## config.mk

```make
export PLATFORM = sky130hd
export DESIGN_NAME = rtcam_top
export DESIGN_NICKNAME = d
export VERILOG_FILES = /design/src/common/rtcam_pkg.sv /design/src/rtl/rtcam_pin_sync.sv /design/src/rtl/rtcam_alarm_cmp.sv /design/src/rtl/rtcam_top.sv
export SDC_FILE = /design/constraint.sdc
export NUM_CORES = 1
export LEC_CHECK = 0
export BUFFER_PORTS_ARGS = -buffer_cell sky130_fd_sc_hd__buf_2
export CAP_MARGIN = 30
export CORE_ASPECT_RATIO = 1.4
export CORE_MARGIN = 5
export CORE_UTILIZATION = 40
export CTS_BUF_LIST = sky130_fd_sc_hd__clkbuf_16
export DETAILED_ROUTE_END_ITERATION = 6
export PLACE_DENSITY = 0.58
export SLEW_MARGIN = 10
export SYNTH_ARGS = -nofsm -noshare
export SYNTH_HDL_FRONTEND = slang
export SYNTH_SLANG_ARGS = --single-unit
export TNS_END_PERCENT = 5
```

## constraint.sdc

```tcl
create_clock -name clk_in -period 7.9 [get_ports clk_in]
set_input_delay 1.185 -clock clk_in [delete_from_list [all_inputs] [get_ports clk_in]]
set_output_delay 1.185 -clock clk_in [all_outputs]
set_load 0.02 [all_outputs]
```

## src/common/rtcam_pkg.sv

```systemverilog
// rtcam_pkg: register map, field layout, reset values and bus states of the alarm block.
// assumes the timekeeping counters present BCD fields in the same clock domain.
package rtcam_pkg;
    // ----------------------------------------------------------------
    // register offsets on the two-wire bus
    // ----------------------------------------------------------------
    localparam logic [7:0] RTCAM_ALM1_SECOND_OFS   = 8'h08;
    localparam logic [7:0] RTCAM_ALM1_MINUTE_OFS   = 8'h09;
    localparam logic [7:0] RTCAM_ALM1_HOUR_OFS     = 8'h0A; // also elapsed low hour pair
    localparam logic [7:0] RTCAM_ALM1_DAY_OFS      = 8'h0B; // also elapsed mid hour pair
    localparam logic [7:0] RTCAM_ALM1_MONTH_OFS    = 8'h0C; // also elapsed high hour pair
    localparam logic [7:0] RTCAM_ALM2_MINUTE_OFS   = 8'h0D;
    localparam logic [7:0] RTCAM_ALM2_HOUR_OFS     = 8'h0E; // also elapsed low hour pair
    localparam logic [7:0] RTCAM_ALM2_WEEKDAY_OFS  = 8'h0F; // also elapsed mid hour pair
    localparam logic [7:0] RTCAM_ENABLES_OFS       = 8'h10;
    localparam logic [7:0] RTCAM_CONFIG_OFS        = 8'h20;
    localparam logic [7:0] RTCAM_FLAGS_OFS         = 8'h21;
    localparam int         RTCAM_ALM_REGS          = 8;

    // ----------------------------------------------------------------
    // reset values
    // ----------------------------------------------------------------
    localparam logic [7:0] RTCAM_ALM_RST           = 8'h00;
    localparam logic [7:0] RTCAM_ENABLES_RST       = 8'h00;
    localparam logic [1:0] RTCAM_FLAGS_RST         = 2'h0;

    // ----------------------------------------------------------------
    // field positions
    // ----------------------------------------------------------------
    localparam int RTCAM_CFG_MODE_BIT = 0;   // elapsed_mode_select
    localparam int RTCAM_FLG_A1_BIT   = 0;   // alm1_match_flag
    localparam int RTCAM_FLG_A2_BIT   = 1;   // alm2_match_flag
    localparam int RTCAM_EN_A1_LSB    = 0;   // alarm one enables, bits 4..0
    localparam int RTCAM_EN_A2_LSB    = 5;   // alarm two enables, bits 7..5

    // ----------------------------------------------------------------
    // implemented bits of each field
    // ----------------------------------------------------------------
    localparam logic [7:0] RTCAM_SEC_MIN_MASK   = 8'h7F; // tens 6:4, units 3:0
    localparam logic [7:0] RTCAM_HOUR_MASK      = 8'h3F; // meridian or tens high at bit 5
    localparam logic [7:0] RTCAM_DAY_MASK       = 8'h3F; // tens 5:4
    localparam logic [7:0] RTCAM_MONTH_MASK     = 8'h1F; // tens at bit 4
    localparam logic [7:0] RTCAM_WEEKDAY_MASK   = 8'h07; // 0 to 6
    localparam logic [7:0] RTCAM_HOUR_PAIR_MASK = 8'hFF; // two BCD digits
    // per-register masks, offset 08h in the low byte
    localparam logic [63:0] RTCAM_CAL_MASKS = {RTCAM_WEEKDAY_MASK, RTCAM_HOUR_MASK,
        RTCAM_SEC_MIN_MASK, RTCAM_MONTH_MASK, RTCAM_DAY_MASK, RTCAM_HOUR_MASK,
        RTCAM_SEC_MIN_MASK, RTCAM_SEC_MIN_MASK};
    localparam logic [63:0] RTCAM_ELA_MASKS = {RTCAM_HOUR_PAIR_MASK, RTCAM_HOUR_PAIR_MASK,
        RTCAM_SEC_MIN_MASK, RTCAM_HOUR_PAIR_MASK, RTCAM_HOUR_PAIR_MASK, RTCAM_HOUR_PAIR_MASK,
        RTCAM_SEC_MIN_MASK, RTCAM_SEC_MIN_MASK};

    // ----------------------------------------------------------------
    // serial bus
    // ----------------------------------------------------------------
    localparam logic [6:0] RTCAM_DEV_ADDR  = 7'h51;
    localparam logic [3:0] RTCAM_BYTE_BITS = 4'h8;

    typedef enum logic [3:0] {
        RTCAM_ST_IDLE, RTCAM_ST_ADDR, RTCAM_ST_ACK_ADDR, RTCAM_ST_PTR, RTCAM_ST_ACK_PTR,
        RTCAM_ST_WR, RTCAM_ST_ACK_WR, RTCAM_ST_RD, RTCAM_ST_RD_ACK
    } rtcam_bus_state_t;
endpackage

```

## src/rtl/rtcam_pin_sync.sv

```systemverilog
// rtcam_pin_sync: three-stage synchroniser for one pin with agreement filter.
// assumes the pin is asynchronous to clk_in; idles high like a pulled-up bus line.
`timescale 1ns/100ps
module rtcam_pin_sync (
    input  wire logic clk_in,
    input  wire logic sys_rst_in,
    input  wire logic pin_in,
    output logic      level_out
);
    logic s1_r;
    logic s2_r;
    logic s3_r;

    // first stage feeds only the second; the level moves once stages two and three agree
    always_ff @(posedge clk_in or posedge sys_rst_in) begin
        if (sys_rst_in) begin
            s1_r      <= 1'b1;
            s2_r      <= 1'b1;
            s3_r      <= 1'b1;
            level_out <= 1'b1;
        end else begin
            s1_r <= pin_in;
            s2_r <= s1_r;
            s3_r <= s2_r;
            if (s2_r == s3_r) begin
                level_out <= s3_r;
            end
        end
    end
endmodule

```

## src/rtl/rtcam_alarm_cmp.sv

```systemverilog
// rtcam_alarm_cmp: compares N stored alarm bytes against N current time bytes.
// assumes masks strip unimplemented bits on both sides; purely combinational.
`timescale 1ns/100ps
module rtcam_alarm_cmp #(
    parameter int N = 5
) (
    input  wire logic [N*8-1:0] stored_in,
    input  wire logic [N*8-1:0] current_in,
    input  wire logic [N*8-1:0] mask_in,
    input  wire logic [N-1:0]   enable_in,
    output logic                match_out
);
    logic [N-1:0] field_ok;

    // a disabled field always passes, so only enabled fields decide
    for (genvar i = 0; i < N; i++) begin : g_field
        assign field_ok[i] = ~enable_in[i] |
            ((stored_in[i*8 +: 8] & mask_in[i*8 +: 8]) ==
             (current_in[i*8 +: 8] & mask_in[i*8 +: 8]));
    end

    // an alarm with nothing enabled never fires
    assign match_out = (|enable_in) & (&field_ok);
endmodule

```

## src/rtl/rtcam_top.sv

```systemverilog
// rtcam_top: two alarm comparators, their registers and flags, behind a two-wire serial slave.
// assumes time fields and the increment tick come from timekeeping logic on clk_in.
`timescale 1ns/100ps
module rtcam_top
    import rtcam_pkg::*;
(
    input  wire logic       clk_in,
    input  wire logic       sys_rst_in,
    input  wire logic       scl_in,
    input  wire logic       sda_in,
    output logic            sda_out,
    output logic            sda_oe_out,
    input  wire logic       time_tick_in,
    input  wire logic [7:0] cur_second_in,
    input  wire logic [7:0] cur_minute_in,
    input  wire logic [7:0] cur_hour_in,
    input  wire logic [7:0] cur_day_in,
    input  wire logic [7:0] cur_month_in,
    input  wire logic [7:0] cur_weekday_in,
    input  wire logic [7:0] cur_hour_low_pair_in,
    input  wire logic [7:0] cur_hour_mid_pair_in,
    input  wire logic [7:0] cur_hour_high_pair_in,
    output logic            elapsed_mode_select_out,
    output logic            alm1_match_flag_out,
    output logic            alm2_match_flag_out,
    output logic            alm1_irq_pulse_out,
    output logic            alm2_irq_pulse_out
);
    // ----------------------------------------------------------------
    // decoding helpers
    // ----------------------------------------------------------------

    // true when the pointer lands in the alarm byte window 08h..0Fh
    function automatic logic is_alarm(input logic [7:0] ofs);
        return (ofs >= RTCAM_ALM1_SECOND_OFS) && (ofs <= RTCAM_ALM2_WEEKDAY_OFS);
    endfunction

    // implemented bits of an alarm byte in the current mode
    function automatic logic [7:0] alarm_mask(input logic [2:0] idx, input logic ela);
        return ela ? RTCAM_ELA_MASKS[idx*8 +: 8] : RTCAM_CAL_MASKS[idx*8 +: 8];
    endfunction

    // ----------------------------------------------------------------
    // pin synchronisers
    // ----------------------------------------------------------------
    logic scl_s;
    logic sda_s;
    logic scl_q_r;
    logic sda_q_r;

    rtcam_pin_sync u_scl_sync (
        .clk_in     (clk_in),
        .sys_rst_in (sys_rst_in),
        .pin_in     (scl_in),
        .level_out  (scl_s)
    );

    rtcam_pin_sync u_sda_sync (
        .clk_in     (clk_in),
        .sys_rst_in (sys_rst_in),
        .pin_in     (sda_in),
        .level_out  (sda_s)
    );

    // previous filtered levels for edge and bus-condition detection
    always_ff @(posedge clk_in or posedge sys_rst_in) begin
        if (sys_rst_in) begin
            scl_q_r <= 1'b1;
            sda_q_r <= 1'b1;
        end else begin
            scl_q_r <= scl_s;
            sda_q_r <= sda_s;
        end
    end

    logic scl_rise;
    logic scl_fall;
    logic bus_start;
    logic bus_stop;
    assign scl_rise  = scl_s & ~scl_q_r;
    assign scl_fall  = ~scl_s & scl_q_r;
    assign bus_start = scl_s & scl_q_r & sda_q_r & ~sda_s;
    assign bus_stop  = scl_s & scl_q_r & ~sda_q_r & sda_s;

    // ----------------------------------------------------------------
    // register storage
    // ----------------------------------------------------------------
    logic [7:0] alm_r [RTCAM_ALM_REGS];
    logic [7:0] enables_r;
    logic       mode_r;
    logic [1:0] flags_r;

    // write strobe from the serial slave
    logic       wr_stb;
    logic [7:0] wr_ofs;
    logic [7:0] wr_data;

    // read data for the byte at the pointer
    function automatic logic [7:0] read_reg(input logic [7:0] ofs);
        logic [7:0] v;
        v = 8'h00;
        if (is_alarm(ofs)) begin
            v = alm_r[ofs[2:0]] & alarm_mask(ofs[2:0], mode_r);
        end else if (ofs == RTCAM_ENABLES_OFS) begin
            v = enables_r;
        end else if (ofs == RTCAM_CONFIG_OFS) begin
            v = {7'h00, mode_r};
        end else if (ofs == RTCAM_FLAGS_OFS) begin
            v = {6'h00, flags_r};
        end
        return v;
    endfunction

    // masked storage
    // unimplemented bits are dropped on write so they can never read back or compare
    for (genvar i = 0; i < RTCAM_ALM_REGS; i++) begin : g_alm
        always_ff @(posedge clk_in or posedge sys_rst_in) begin
            if (sys_rst_in) begin
                alm_r[i] <= RTCAM_ALM_RST;
            end else if (wr_stb && is_alarm(wr_ofs) && (wr_ofs[2:0] == 3'(i))) begin
                alm_r[i] <= wr_data & alarm_mask(3'(i), mode_r);
            end
        end
    end

    // enable register reset
    // one enable bit per field, all disabled out of reset
    always_ff @(posedge clk_in or posedge sys_rst_in) begin
        if (sys_rst_in) begin
            enables_r <= RTCAM_ENABLES_RST;
        end else if (wr_stb && (wr_ofs == RTCAM_ENABLES_OFS)) begin
            enables_r <= wr_data;
        end
    end

    always_ff @(posedge clk_in or posedge sys_rst_in) begin
        if (sys_rst_in) begin
            mode_r <= 1'b0;
        end else if (wr_stb && (wr_ofs == RTCAM_CONFIG_OFS)) begin
            mode_r <= wr_data[RTCAM_CFG_MODE_BIT];
        end
    end

    // ----------------------------------------------------------------
    // alarm comparison
    // ----------------------------------------------------------------
    logic [39:0] a1_cur;
    logic [39:0] a1_mask;
    logic [23:0] a2_cur;
    logic [23:0] a2_mask;
    logic        a1_match;
    logic        a2_match;

    // hour format
    // hour bits 5:0 carry either meridian plus one tens bit or two tens bits;
    // the counters use the same layout, so a direct compare covers both formats
    always_comb begin
        if (mode_r) begin
            a1_cur = {cur_hour_high_pair_in, cur_hour_mid_pair_in, cur_hour_low_pair_in,
                      cur_minute_in, cur_second_in};
            a2_cur = {cur_hour_mid_pair_in, cur_hour_low_pair_in, cur_minute_in};
        end else begin
            a1_cur = {cur_month_in, cur_day_in, cur_hour_in, cur_minute_in, cur_second_in};
            a2_cur = {cur_weekday_in, cur_hour_in, cur_minute_in};
        end
    end

    assign a1_mask = mode_r ? RTCAM_ELA_MASKS[39:0]  : RTCAM_CAL_MASKS[39:0];
    assign a2_mask = mode_r ? RTCAM_ELA_MASKS[63:40] : RTCAM_CAL_MASKS[63:40];

    rtcam_alarm_cmp #(.N(5)) u_alm1_cmp (
        .stored_in  ({alm_r[4], alm_r[3], alm_r[2], alm_r[1], alm_r[0]}),
        .current_in (a1_cur),
        .mask_in    (a1_mask),
        .enable_in  (enables_r[RTCAM_EN_A1_LSB +: 5]),
        .match_out  (a1_match)
    );

    rtcam_alarm_cmp #(.N(3)) u_alm2_cmp (
        .stored_in  ({alm_r[7], alm_r[6], alm_r[5]}),
        .current_in (a2_cur),
        .mask_in    (a2_mask),
        .enable_in  (enables_r[RTCAM_EN_A2_LSB +: 3]),
        .match_out  (a2_match)
    );

    // tick qualified
    // a register write alone never fires an alarm, only an increment does
    logic a1_hit;
    logic a2_hit;
    assign a1_hit = time_tick_in & a1_match;
    assign a2_hit = time_tick_in & a2_match;

    // sticky until cleared
    // the host writes 0 to a flag bit to clear it; a hit in the same cycle wins
    always_ff @(posedge clk_in or posedge sys_rst_in) begin
        if (sys_rst_in) begin
            flags_r <= RTCAM_FLAGS_RST;
        end else begin
            if (a1_hit) begin
                flags_r[RTCAM_FLG_A1_BIT] <= 1'b1;
            end else if (wr_stb && (wr_ofs == RTCAM_FLAGS_OFS) && !wr_data[RTCAM_FLG_A1_BIT]) begin
                flags_r[RTCAM_FLG_A1_BIT] <= 1'b0;
            end
            if (a2_hit) begin
                flags_r[RTCAM_FLG_A2_BIT] <= 1'b1;
            end else if (wr_stb && (wr_ofs == RTCAM_FLAGS_OFS) && !wr_data[RTCAM_FLG_A2_BIT]) begin
                flags_r[RTCAM_FLG_A2_BIT] <= 1'b0;
            end
        end
    end

    // interrupt request
    // one pulse per matching increment, repeated even while the flag is still set
    always_ff @(posedge clk_in or posedge sys_rst_in) begin
        if (sys_rst_in) begin
            alm1_irq_pulse_out <= 1'b0;
            alm2_irq_pulse_out <= 1'b0;
        end else begin
            alm1_irq_pulse_out <= a1_hit;
            alm2_irq_pulse_out <= a2_hit;
        end
    end

    // status outputs follow the flags and mode one cycle later
    always_ff @(posedge clk_in or posedge sys_rst_in) begin
        if (sys_rst_in) begin
            alm1_match_flag_out     <= 1'b0;
            alm2_match_flag_out     <= 1'b0;
            elapsed_mode_select_out <= 1'b0;
        end else begin
            alm1_match_flag_out     <= flags_r[RTCAM_FLG_A1_BIT];
            alm2_match_flag_out     <= flags_r[RTCAM_FLG_A2_BIT];
            elapsed_mode_select_out <= mode_r;
        end
    end

    // ----------------------------------------------------------------
    // two-wire serial slave
    // ----------------------------------------------------------------
    rtcam_bus_state_t state_r;
    logic [7:0]       shift_r;
    logic [3:0]       bits_r;
    logic [7:0]       ptr_r;
    logic             rw_r;
    logic             mack_r;
    logic [7:0]       rd_now;

    // byte at the pointer for the read path; a process, so it follows storage changes too
    always_comb begin
        rd_now = read_reg(ptr_r);
    end

    assign wr_stb  = (state_r == RTCAM_ST_WR) && scl_fall && (bits_r == RTCAM_BYTE_BITS);
    assign wr_ofs  = ptr_r;
    assign wr_data = shift_r;

    // data is sampled on scl rising and the slave changes sda only on scl falling,
    // so sda never moves while scl is high; no clock stretching is done
    always_ff @(posedge clk_in or posedge sys_rst_in) begin
        if (sys_rst_in) begin
            state_r    <= RTCAM_ST_IDLE;
            shift_r    <= 8'h00;
            bits_r     <= 4'h0;
            ptr_r      <= 8'h00;
            rw_r       <= 1'b0;
            mack_r     <= 1'b0;
            sda_oe_out <= 1'b0;
        end else if (bus_start) begin
            state_r    <= RTCAM_ST_ADDR;
            bits_r     <= 4'h0;
            sda_oe_out <= 1'b0;
        end else if (bus_stop) begin
            state_r    <= RTCAM_ST_IDLE;
            sda_oe_out <= 1'b0;
        end else if (scl_rise) begin
            if (state_r == RTCAM_ST_RD_ACK) begin
                mack_r <= ~sda_s;
            end else if (state_r inside {RTCAM_ST_ADDR, RTCAM_ST_PTR, RTCAM_ST_WR}) begin
                shift_r <= {shift_r[6:0], sda_s};
                bits_r  <= bits_r + 4'h1;
            end
        end else if (scl_fall) begin
            unique case (state_r)
                RTCAM_ST_IDLE: begin
                    sda_oe_out <= 1'b0;
                end
                RTCAM_ST_ADDR: begin
                    if (bits_r == RTCAM_BYTE_BITS) begin
                        if (shift_r[7:1] == RTCAM_DEV_ADDR) begin
                            rw_r       <= shift_r[0];
                            sda_oe_out <= 1'b1;
                            state_r    <= RTCAM_ST_ACK_ADDR;
                        end else begin
                            state_r <= RTCAM_ST_IDLE;
                        end
                    end
                end
                RTCAM_ST_ACK_ADDR: begin
                    bits_r <= 4'h0;
                    if (rw_r) begin
                        // first read byte comes from the current pointer
                        shift_r    <= {rd_now[6:0], 1'b0};
                        sda_oe_out <= ~rd_now[7];
                        ptr_r      <= ptr_r + 8'h01;
                        bits_r     <= 4'h1;
                        state_r    <= RTCAM_ST_RD;
                    end else begin
                        sda_oe_out <= 1'b0;
                        state_r    <= RTCAM_ST_PTR;
                    end
                end
                RTCAM_ST_PTR: begin
                    if (bits_r == RTCAM_BYTE_BITS) begin
                        ptr_r      <= shift_r;
                        sda_oe_out <= 1'b1;
                        state_r    <= RTCAM_ST_ACK_PTR;
                    end
                end
                RTCAM_ST_WR: begin
                    // the write strobe fires here; pointer advances for burst writes
                    if (bits_r == RTCAM_BYTE_BITS) begin
                        ptr_r      <= ptr_r + 8'h01;
                        sda_oe_out <= 1'b1;
                        state_r    <= RTCAM_ST_ACK_WR;
                    end
                end
                RTCAM_ST_ACK_PTR, RTCAM_ST_ACK_WR: begin
                    sda_oe_out <= 1'b0;
                    bits_r     <= 4'h0;
                    state_r    <= RTCAM_ST_WR;
                end
                RTCAM_ST_RD: begin
                    if (bits_r == RTCAM_BYTE_BITS) begin
                        sda_oe_out <= 1'b0;
                        state_r    <= RTCAM_ST_RD_ACK;
                    end else begin
                        sda_oe_out <= ~shift_r[7];
                        shift_r    <= {shift_r[6:0], 1'b0};
                        bits_r     <= bits_r + 4'h1;
                    end
                end
                RTCAM_ST_RD_ACK: begin
                    if (mack_r) begin
                        shift_r    <= {rd_now[6:0], 1'b0};
                        sda_oe_out <= ~rd_now[7];
                        ptr_r      <= ptr_r + 8'h01;
                        bits_r     <= 4'h1;
                        state_r    <= RTCAM_ST_RD;
                    end else begin
                        state_r <= RTCAM_ST_IDLE;
                    end
                end
            endcase
        end
    end

    // open-drain data line only ever pulls low
    always_ff @(posedge clk_in or posedge sys_rst_in) begin
        if (sys_rst_in) begin
            sda_out <= 1'b0;
        end else begin
            sda_out <= 1'b0;
        end
    end
endmodule

```

After elaboration in Yosys (flattened, before gate mapping)
Cells that the tools add are included.

storage, ports and cells
  output and inout bits = 7
  bits of input ports = 77
  bits in registers = 114
  word-level logic and storage cells = 259

cells by class
  shift operators = 2
  eq/ne operators = 51
  order comparisons = 3
  $add $sub $neg = 2
  bitwise logic cells = 57
  reductions and logical operators = 45
  mux-type cells = 65

operator list
  cell                     count
  $mux 8                   19
  $and 8x8->8              17
  $shiftx 64x7->8 const A  2
  $mux 40                  2
  $eq 8x8->1               8
  $mux 4                   16
  $mux 24                  2
  $pmux 8 s4               1
  $pmux 4 s7               1
  $and 7x8->8              3
  $bmux 8 s3               1
  $pmux 8 s3               1
  $reduce_and 7->1         3
  $ne 4x4->1 const B       5
  $reduce_and 9->1         2
  $logic_and 1x1->1        17
  $not 1->1                17
  $eq 4x3->1 const B       4
  $eq 8x6->1 const B       2
  $pmux 4 s4               1
  $mux 1                   15
  $eq 3x3->1 const B       4
  $ne 3x3->1 const B       4
  $and 1x1->1              11
  38 further kinds         67

Longest topological paths before layout
  depth in word-level cells = 13
  mapped depth = 10
  depth with buffers taken out = 8

Modules after synthesis
From an unflattened synthesis, not the netlist that was laid out.

unflattened totals
  cells, all modules = 704
  area total of the unflattened synthesis = 7169.4 um2

by module, submodules not included
  module                         cells each  seq. area each (um2)  area an instance (um2)  times used
  rtcam_top                      577         2655.0                6005.8                  1
  rtcam_alarm_cmp at u_alm1_cmp  71          0.0                   569.3                   1
  rtcam_alarm_cmp at u_alm2_cmp  44          0.0                   354.1                   1
  rtcam_pin_sync                 6           105.1                 120.1                   2

Worst setup path before layout
No wires, ideal clock.

  path type = input to register
  start point = input cur_hour_low_pair_in[3]
  end point = register flags_r[0]
  path buffers = 0
  library setup time = 0.063 ns
  path slack = 5.581 ns
  arrival = 2.256 ns
  required time = 7.837 ns
  stages = 6
  cell sequence = mux2i_1 xnor2_1 nor4_1 nand4_1 a211oi_1 a21bo_2

on the way
  cells in the longest elaborated chain, start to end = 8
  elaborated cells between the ends (all ways) = 9
  classes of those cells = 1 x eq/ne; 2 x mux; 4 x bitwise; 2 x reduce/logical

ends and longest elaborated chain
  what                                                RTL line               source
  from (decl)                                         rtcam_top.sv:20        input wire logic [7:0] cur_hour_low_pair_in,
  $mux 40 *                                           rtcam_top.sv:158       if (mode_r) begin
  $and 8x8->8 *                                       rtcam_alarm_cmp.sv:19  (current_in[i*8 +: 8] & mask_in[i*8 +: 8]));
  $eq 8x8->1 *                                        rtcam_alarm_cmp.sv:18  ((stored_in[i*8 +: 8] & mask_in[i*8 +: 8]) ==
  $or 1x1->1 *                                        rtcam_alarm_cmp.sv:17  assign field_ok[i] = ~enable_in[i] |
  $reduce_and 5->1 *                                  rtcam_alarm_cmp.sv:23  assign match_out = (|enable_in) & (&field_ok);
  $and 1x1->1 *                                       rtcam_alarm_cmp.sv:23
  $and 1x1->1 *                                       rtcam_top.sv:191       assign a1_hit = time_tick_in & a1_match;
  $mux 1 / $reduce_bool 2->1 (equally long branches)  n/a
  to (signal assigned)                                rtcam_top.sv:198       flags_r <= RTCAM_FLAGS_RST;
  to (signal, indexed assignment)                     rtcam_top.sv:201       flags_r[RTCAM_FLG_A1_BIT] <= 1'b1;
  to (signal, indexed assignment)                     rtcam_top.sv:203       flags_r[RTCAM_FLG_A1_BIT] <= 1'b0;
  to (decl)                                           rtcam_top.sv:91        logic [1:0] flags_r;

Every way passes the cells marked *; elsewhere a longest branch is shown, timed or not.
A chain may end at the register's enable or synchronous reset.

Worst setup path after layout
  start point = register state_r[0]
  end point = register alm_r[45] (netlist bit)

on the way
  cells in the longest elaborated chain, start to end = 5

ends and longest elaborated chain
  what                             RTL line          source
  from (decl)                      rtcam_top.sv:241  rtcam_bus_state_t state_r;
  from (signal assigned)           rtcam_top.sv:262  state_r <= RTCAM_ST_IDLE;
  from (signal assigned)           rtcam_top.sv:270  state_r <= RTCAM_ST_ADDR;
  from (signal assigned)           rtcam_top.sv:274  state_r <= RTCAM_ST_IDLE;
  $eq 4x3->1                       rtcam_top.sv:254  assign wr_stb = (state_r == RTCAM_ST_WR) && scl_fall && (bits_r == RTCAM_BYTE_BITS);
  $logic_and 1x1->1 (2 in a row)   rtcam_top.sv:254
  $logic_and 1x1->1 (2 in a row)   rtcam_top.sv:120  end else if (wr_stb && is_alarm(wr_ofs) && (wr_ofs[2:0] == 3'(i))) begin
  to (signal, indexed assignment)  rtcam_top.sv:121  alm_r[i] <= wr_data & alarm_mask(3'(i), mode_r);
  to (decl)                        rtcam_top.sv:88   logic [7:0] alm_r [RTCAM_ALM_REGS];

No other way between the ends.

==> impl_metrics.py <==
metrics = {
    "status": {
        "outcome": "complete, no violations",
    },
    "global_route": {
        "antenna_found_initial": 0,
        "grt.overflow.total": 0,
        "grt_pass1_vias": 5439,
        "grt_max_degree": 64,
        "grt_usage": 0.199,
        "grt_pass1_wl_um": 29900,
    },
    "timing": {
        "worst_pin_slew_ps": 804,
        "fmax_mhz": 369,
        "fin_crit_sh": 0.343,
        "finalSetupViolations": 0,
        "min_period_ps": 2710,
        "clock_skew_ps": 5.23,
        "relSlewSlack": 0.464,
        "finalHoldViolations": 0,
        "rsz0062_at_grt": "false",
        "fin_tns_setup_ps": 0,
        "drv_slew": 0,
    },
    "drt": {
        "dr.pass1.iters": 5,
        "drc": 0,
        "drt_iter0_markers": 487,
        "num_vias": 5256,
        "ant_nets": 0,
        "via_per_inst": 5.68,
        "wl_um": 18600,
        "wl_per_cell_um": 20.1,
    },
    "final_layout": {
        "diodes": 0,
        "multi_input_area_um2": 3630,
        "fin_area_um2": 7790,
        "num-fill-cells": 1573,
        "seqCellArea_um2": 2870,
        "final_layout_size_suffix_gt1_frac": 0.261,
        "final_net_count": 798,
        "final_util": 0.467,
        "syn_to_final_growth_pct": 15.6,
    },
    "critical_path": {
        "crit_required_ps": 8200,
        "r2r-start": "state_r[0]",
        "crit_chain": "and2b_1, nand4_1, nor3_1, nand2_1, mux2_2",
        "worstSetupStartpoint": "state_r[0]",
        "regToRegSetupSlack_ps": 5190,
        "critical_path.endpoint_type": "flip-flop",
        "crit_arrival_ps": 3010,
        "crit_path_max_incr_delay_ps": 730,
        "worstSetupPathType": "reg2reg",
        "cp_slowest_cell": "dfrtp_1",
        "crit_path_start_kind": "flip-flop",
        "crit_fanout": 18,
    },
    "synthesis": {
        "syn_area_um2": 6740,
        "yosysUniqueCellTypes": 61,
        "seq_area_frac_synth": 0.425,
        "synth_compound_area_frac": 0.121,
        "yosys_warnings": 0,
        "yosys.area_share.adder": 0.0249,
        "synth_edf_count": 0,
        "synthCells": 657,
        "ys_seq_elements": 114,
        "synth_async_sr_flop_share": 1.00,
        "synth_xor_area_frac": 0.0844,
        "synthFlopType": "dfrtp_1",
        "yosys.area_share.simple": 0.144,
        "avgSynthCellArea_um2": 10.3,
        "synth_fp_nets": 745,
        "synth_top_family_by_area": "multiplexers",
        "muxShareOfSynthArea": 0.165,
    },
    "die": {
        "ios": 84,
        "die_area_um2": 19600,
        "die_w_um": 120,
        "core_region_area_um2": 16700,
        "rows": 56,
        "die_h_um": 164,
        "start_util": 0.404,
    },
    "cts": {
        "clockBufferDepth": 2,
        "numCtsBuffers": 17,
        "worstSkewPairLatency_ps": 420,
        "cts-resized-gates": 0,
        "clkTransAtPathRegs_ps": 50,
        "post_cts_buffers": 0,
        "cts-root-buf": "clkbuf_16",
        "cts_tree": "built",
        "clock-sinks": 114,
        "hold_buffers": 0,
        "h-tree-depth": 4,
    },
    "run": {
        "timing.max_cap.violations": 0,
    },
    "power_and_ir_drop": {
        "power_density_nw_per_um2": 214,
        "leakage_nw": 3.43,
        "ir_worst_vdd_uv": 166,
    },
    "worst_hold_path": {
        "hold_class": "reg2reg",
        "hold_start": "u_scl_sync.s1_r",
    },
    "place": {
        "portBuffers": 68,
        "post_dp_cell_area_um2": 7170,
        "place_hpwl_um": 13800,
        "gp_congestion": 0.910,
    },
}
==> flip-flops by register name, indices dropped and copies added (netlist names), 2 cells and up <==
signal	flops
alm_r	61
enables_r	8
ptr_r	8
shift_r	8
bits_r	4
state_r	4
flags_r	2
==> worst paths after layout <==
path                                 endpoint  cells past startpoint
hold / removal                u_scl_sync.s2_r                      0
min in group asynchronous  alm1_irq_pulse_out                      2
max in group asynchronous            ptr_r[6]                      3
setup reg to reg                    alm_r[45]                      5
setup / recovery                    alm_r[45]                      5
hold reg to reg               u_scl_sync.s2_r                      0
==> cells in the final DEF, fill, tap and decap left out, types with 3 or more instances in the layout <==
master,netlist,layout
dfrtp_1,104,104
nand2_1,74,74
buf_2,16,69
mux2_2,52,52
o21ai_0,45,45
xor2_1,39,39
nor2_1,33,33
a21oi_1,27,27
xnor2_1,26,26
mux2i_1,21,21
nand3_1,19,19
clkbuf_16,0,17
mux4_2,14,14
nor3_1,12,12
nand4_1,11,11
ha_1,11,11
inv_1,11,10
dfstp_2,10,10
a211oi_1,9,9
o31ai_1,8,8
o21ai_1,7,7
nand2b_1,6,6
and2_1,6,6
and3_1,5,5
o22a_1,5,5
nor4_1,5,5
a31oi_1,5,5
nor2b_1,4,4
o211ai_1,4,4
clkinv_2,0,4
clkinv_4,0,4
and3b_1,3,3
clkinv_1,1,3
nand3b_1,3,3
maj3_1,3,3
a22oi_1,3,3
bufinv_16,0,3
buf_4,2,3
==> metal layers <==
layer	routed length [um]	GRT usage	vias to the layer above	share of wire
met2	9770	0.355	161	0.53
met1	7440	0.232	2584	0.40
met4	631	0.0834	0	0.034
met3	760	0.0405	36	0.041
met5	0	0	-	0
li1	-	-	2475	-
==> through the flow <==
stage | hold slack (ps) | setup slack (ps) | power, W | std cells
after global routing | 357 | 5040 | 0.00173 | 926
after detailed placement | 349 | 5060 | 0.000906 | 893
after global placement | 350 | 5050 | 0.000898 | 892
after floorplan | 345 | 3720 | 0.000816 | 657
final | 355 | 5190 | 0.00166 | 926
after CTS | 357 | 5170 | 0.00168 | 925
==> worst max-delay path: cells and delay by family (launching register included) <==
kind	cells	cell delay [ps]
AND/OR/NAND/NOR	4	1460
flip-flops	1	730
multiplexers	1	400
==> cell families (layout without fill, tap and decap cells) <==
group                      after synthesis  in the layout
DFF                                    114            114
AOI/OAI and AO/OA                      130            130
and+or+nand+nor                        195            195
adders and majority gates               14             14
muxes                                   87             87
buffers and inverters                   51            117
xor gates and xnor gates                65             65
other                                    1              1
==> synthesized netlist by cell type (all sizes together) (11+ instances only) <==
| library cell | n | share of area |
|---|---|---|
| nor3 | 13 | 0.010 |
| mux2 | 52 | 0.087 |
| buf | 22 | 0.020 |
| xor2 | 39 | 0.051 |
| clkbuf | 17 | 0.0095 |
| xnor2 | 26 | 0.034 |
| nor2 | 33 | 0.018 |
| o21ai | 52 | 0.039 |
| mux4 | 14 | 0.047 |
| nand4 | 11 | 0.010 |
| mux2i | 21 | 0.031 |
| nand3 | 19 | 0.014 |
| a21oi | 28 | 0.021 |
| inv | 11 | 0.0061 |
| ha | 11 | 0.020 |
| dfrtp | 104 | 0.39 |
| nand2 | 74 | 0.041 |
==> area by class of cell <==
| cell class | instances | area share |
|---|---|---|
| well taps | 203 | 0.0326 |
| multi-input cells | 492 | 0.467 |
| clock inverters | 15 | 0.0215 |
| inverters | 12 | 0.00610 |
| flip-flops and latches | 114 | 0.368 |
| repair buffers | 73 | 0.0508 |
| clock buffers | 17 | 0.0546 |
==> power breakdown <==
group | switching [W] | internal (W)
sequential | 0.0000928 | 0.000616
combinational | 0.000113 | 0.0000742
clock | 0.000276 | 0.000491
total | 0.000482 | 0.00118
No activity file was read; power rests on OpenSTA's default activity.
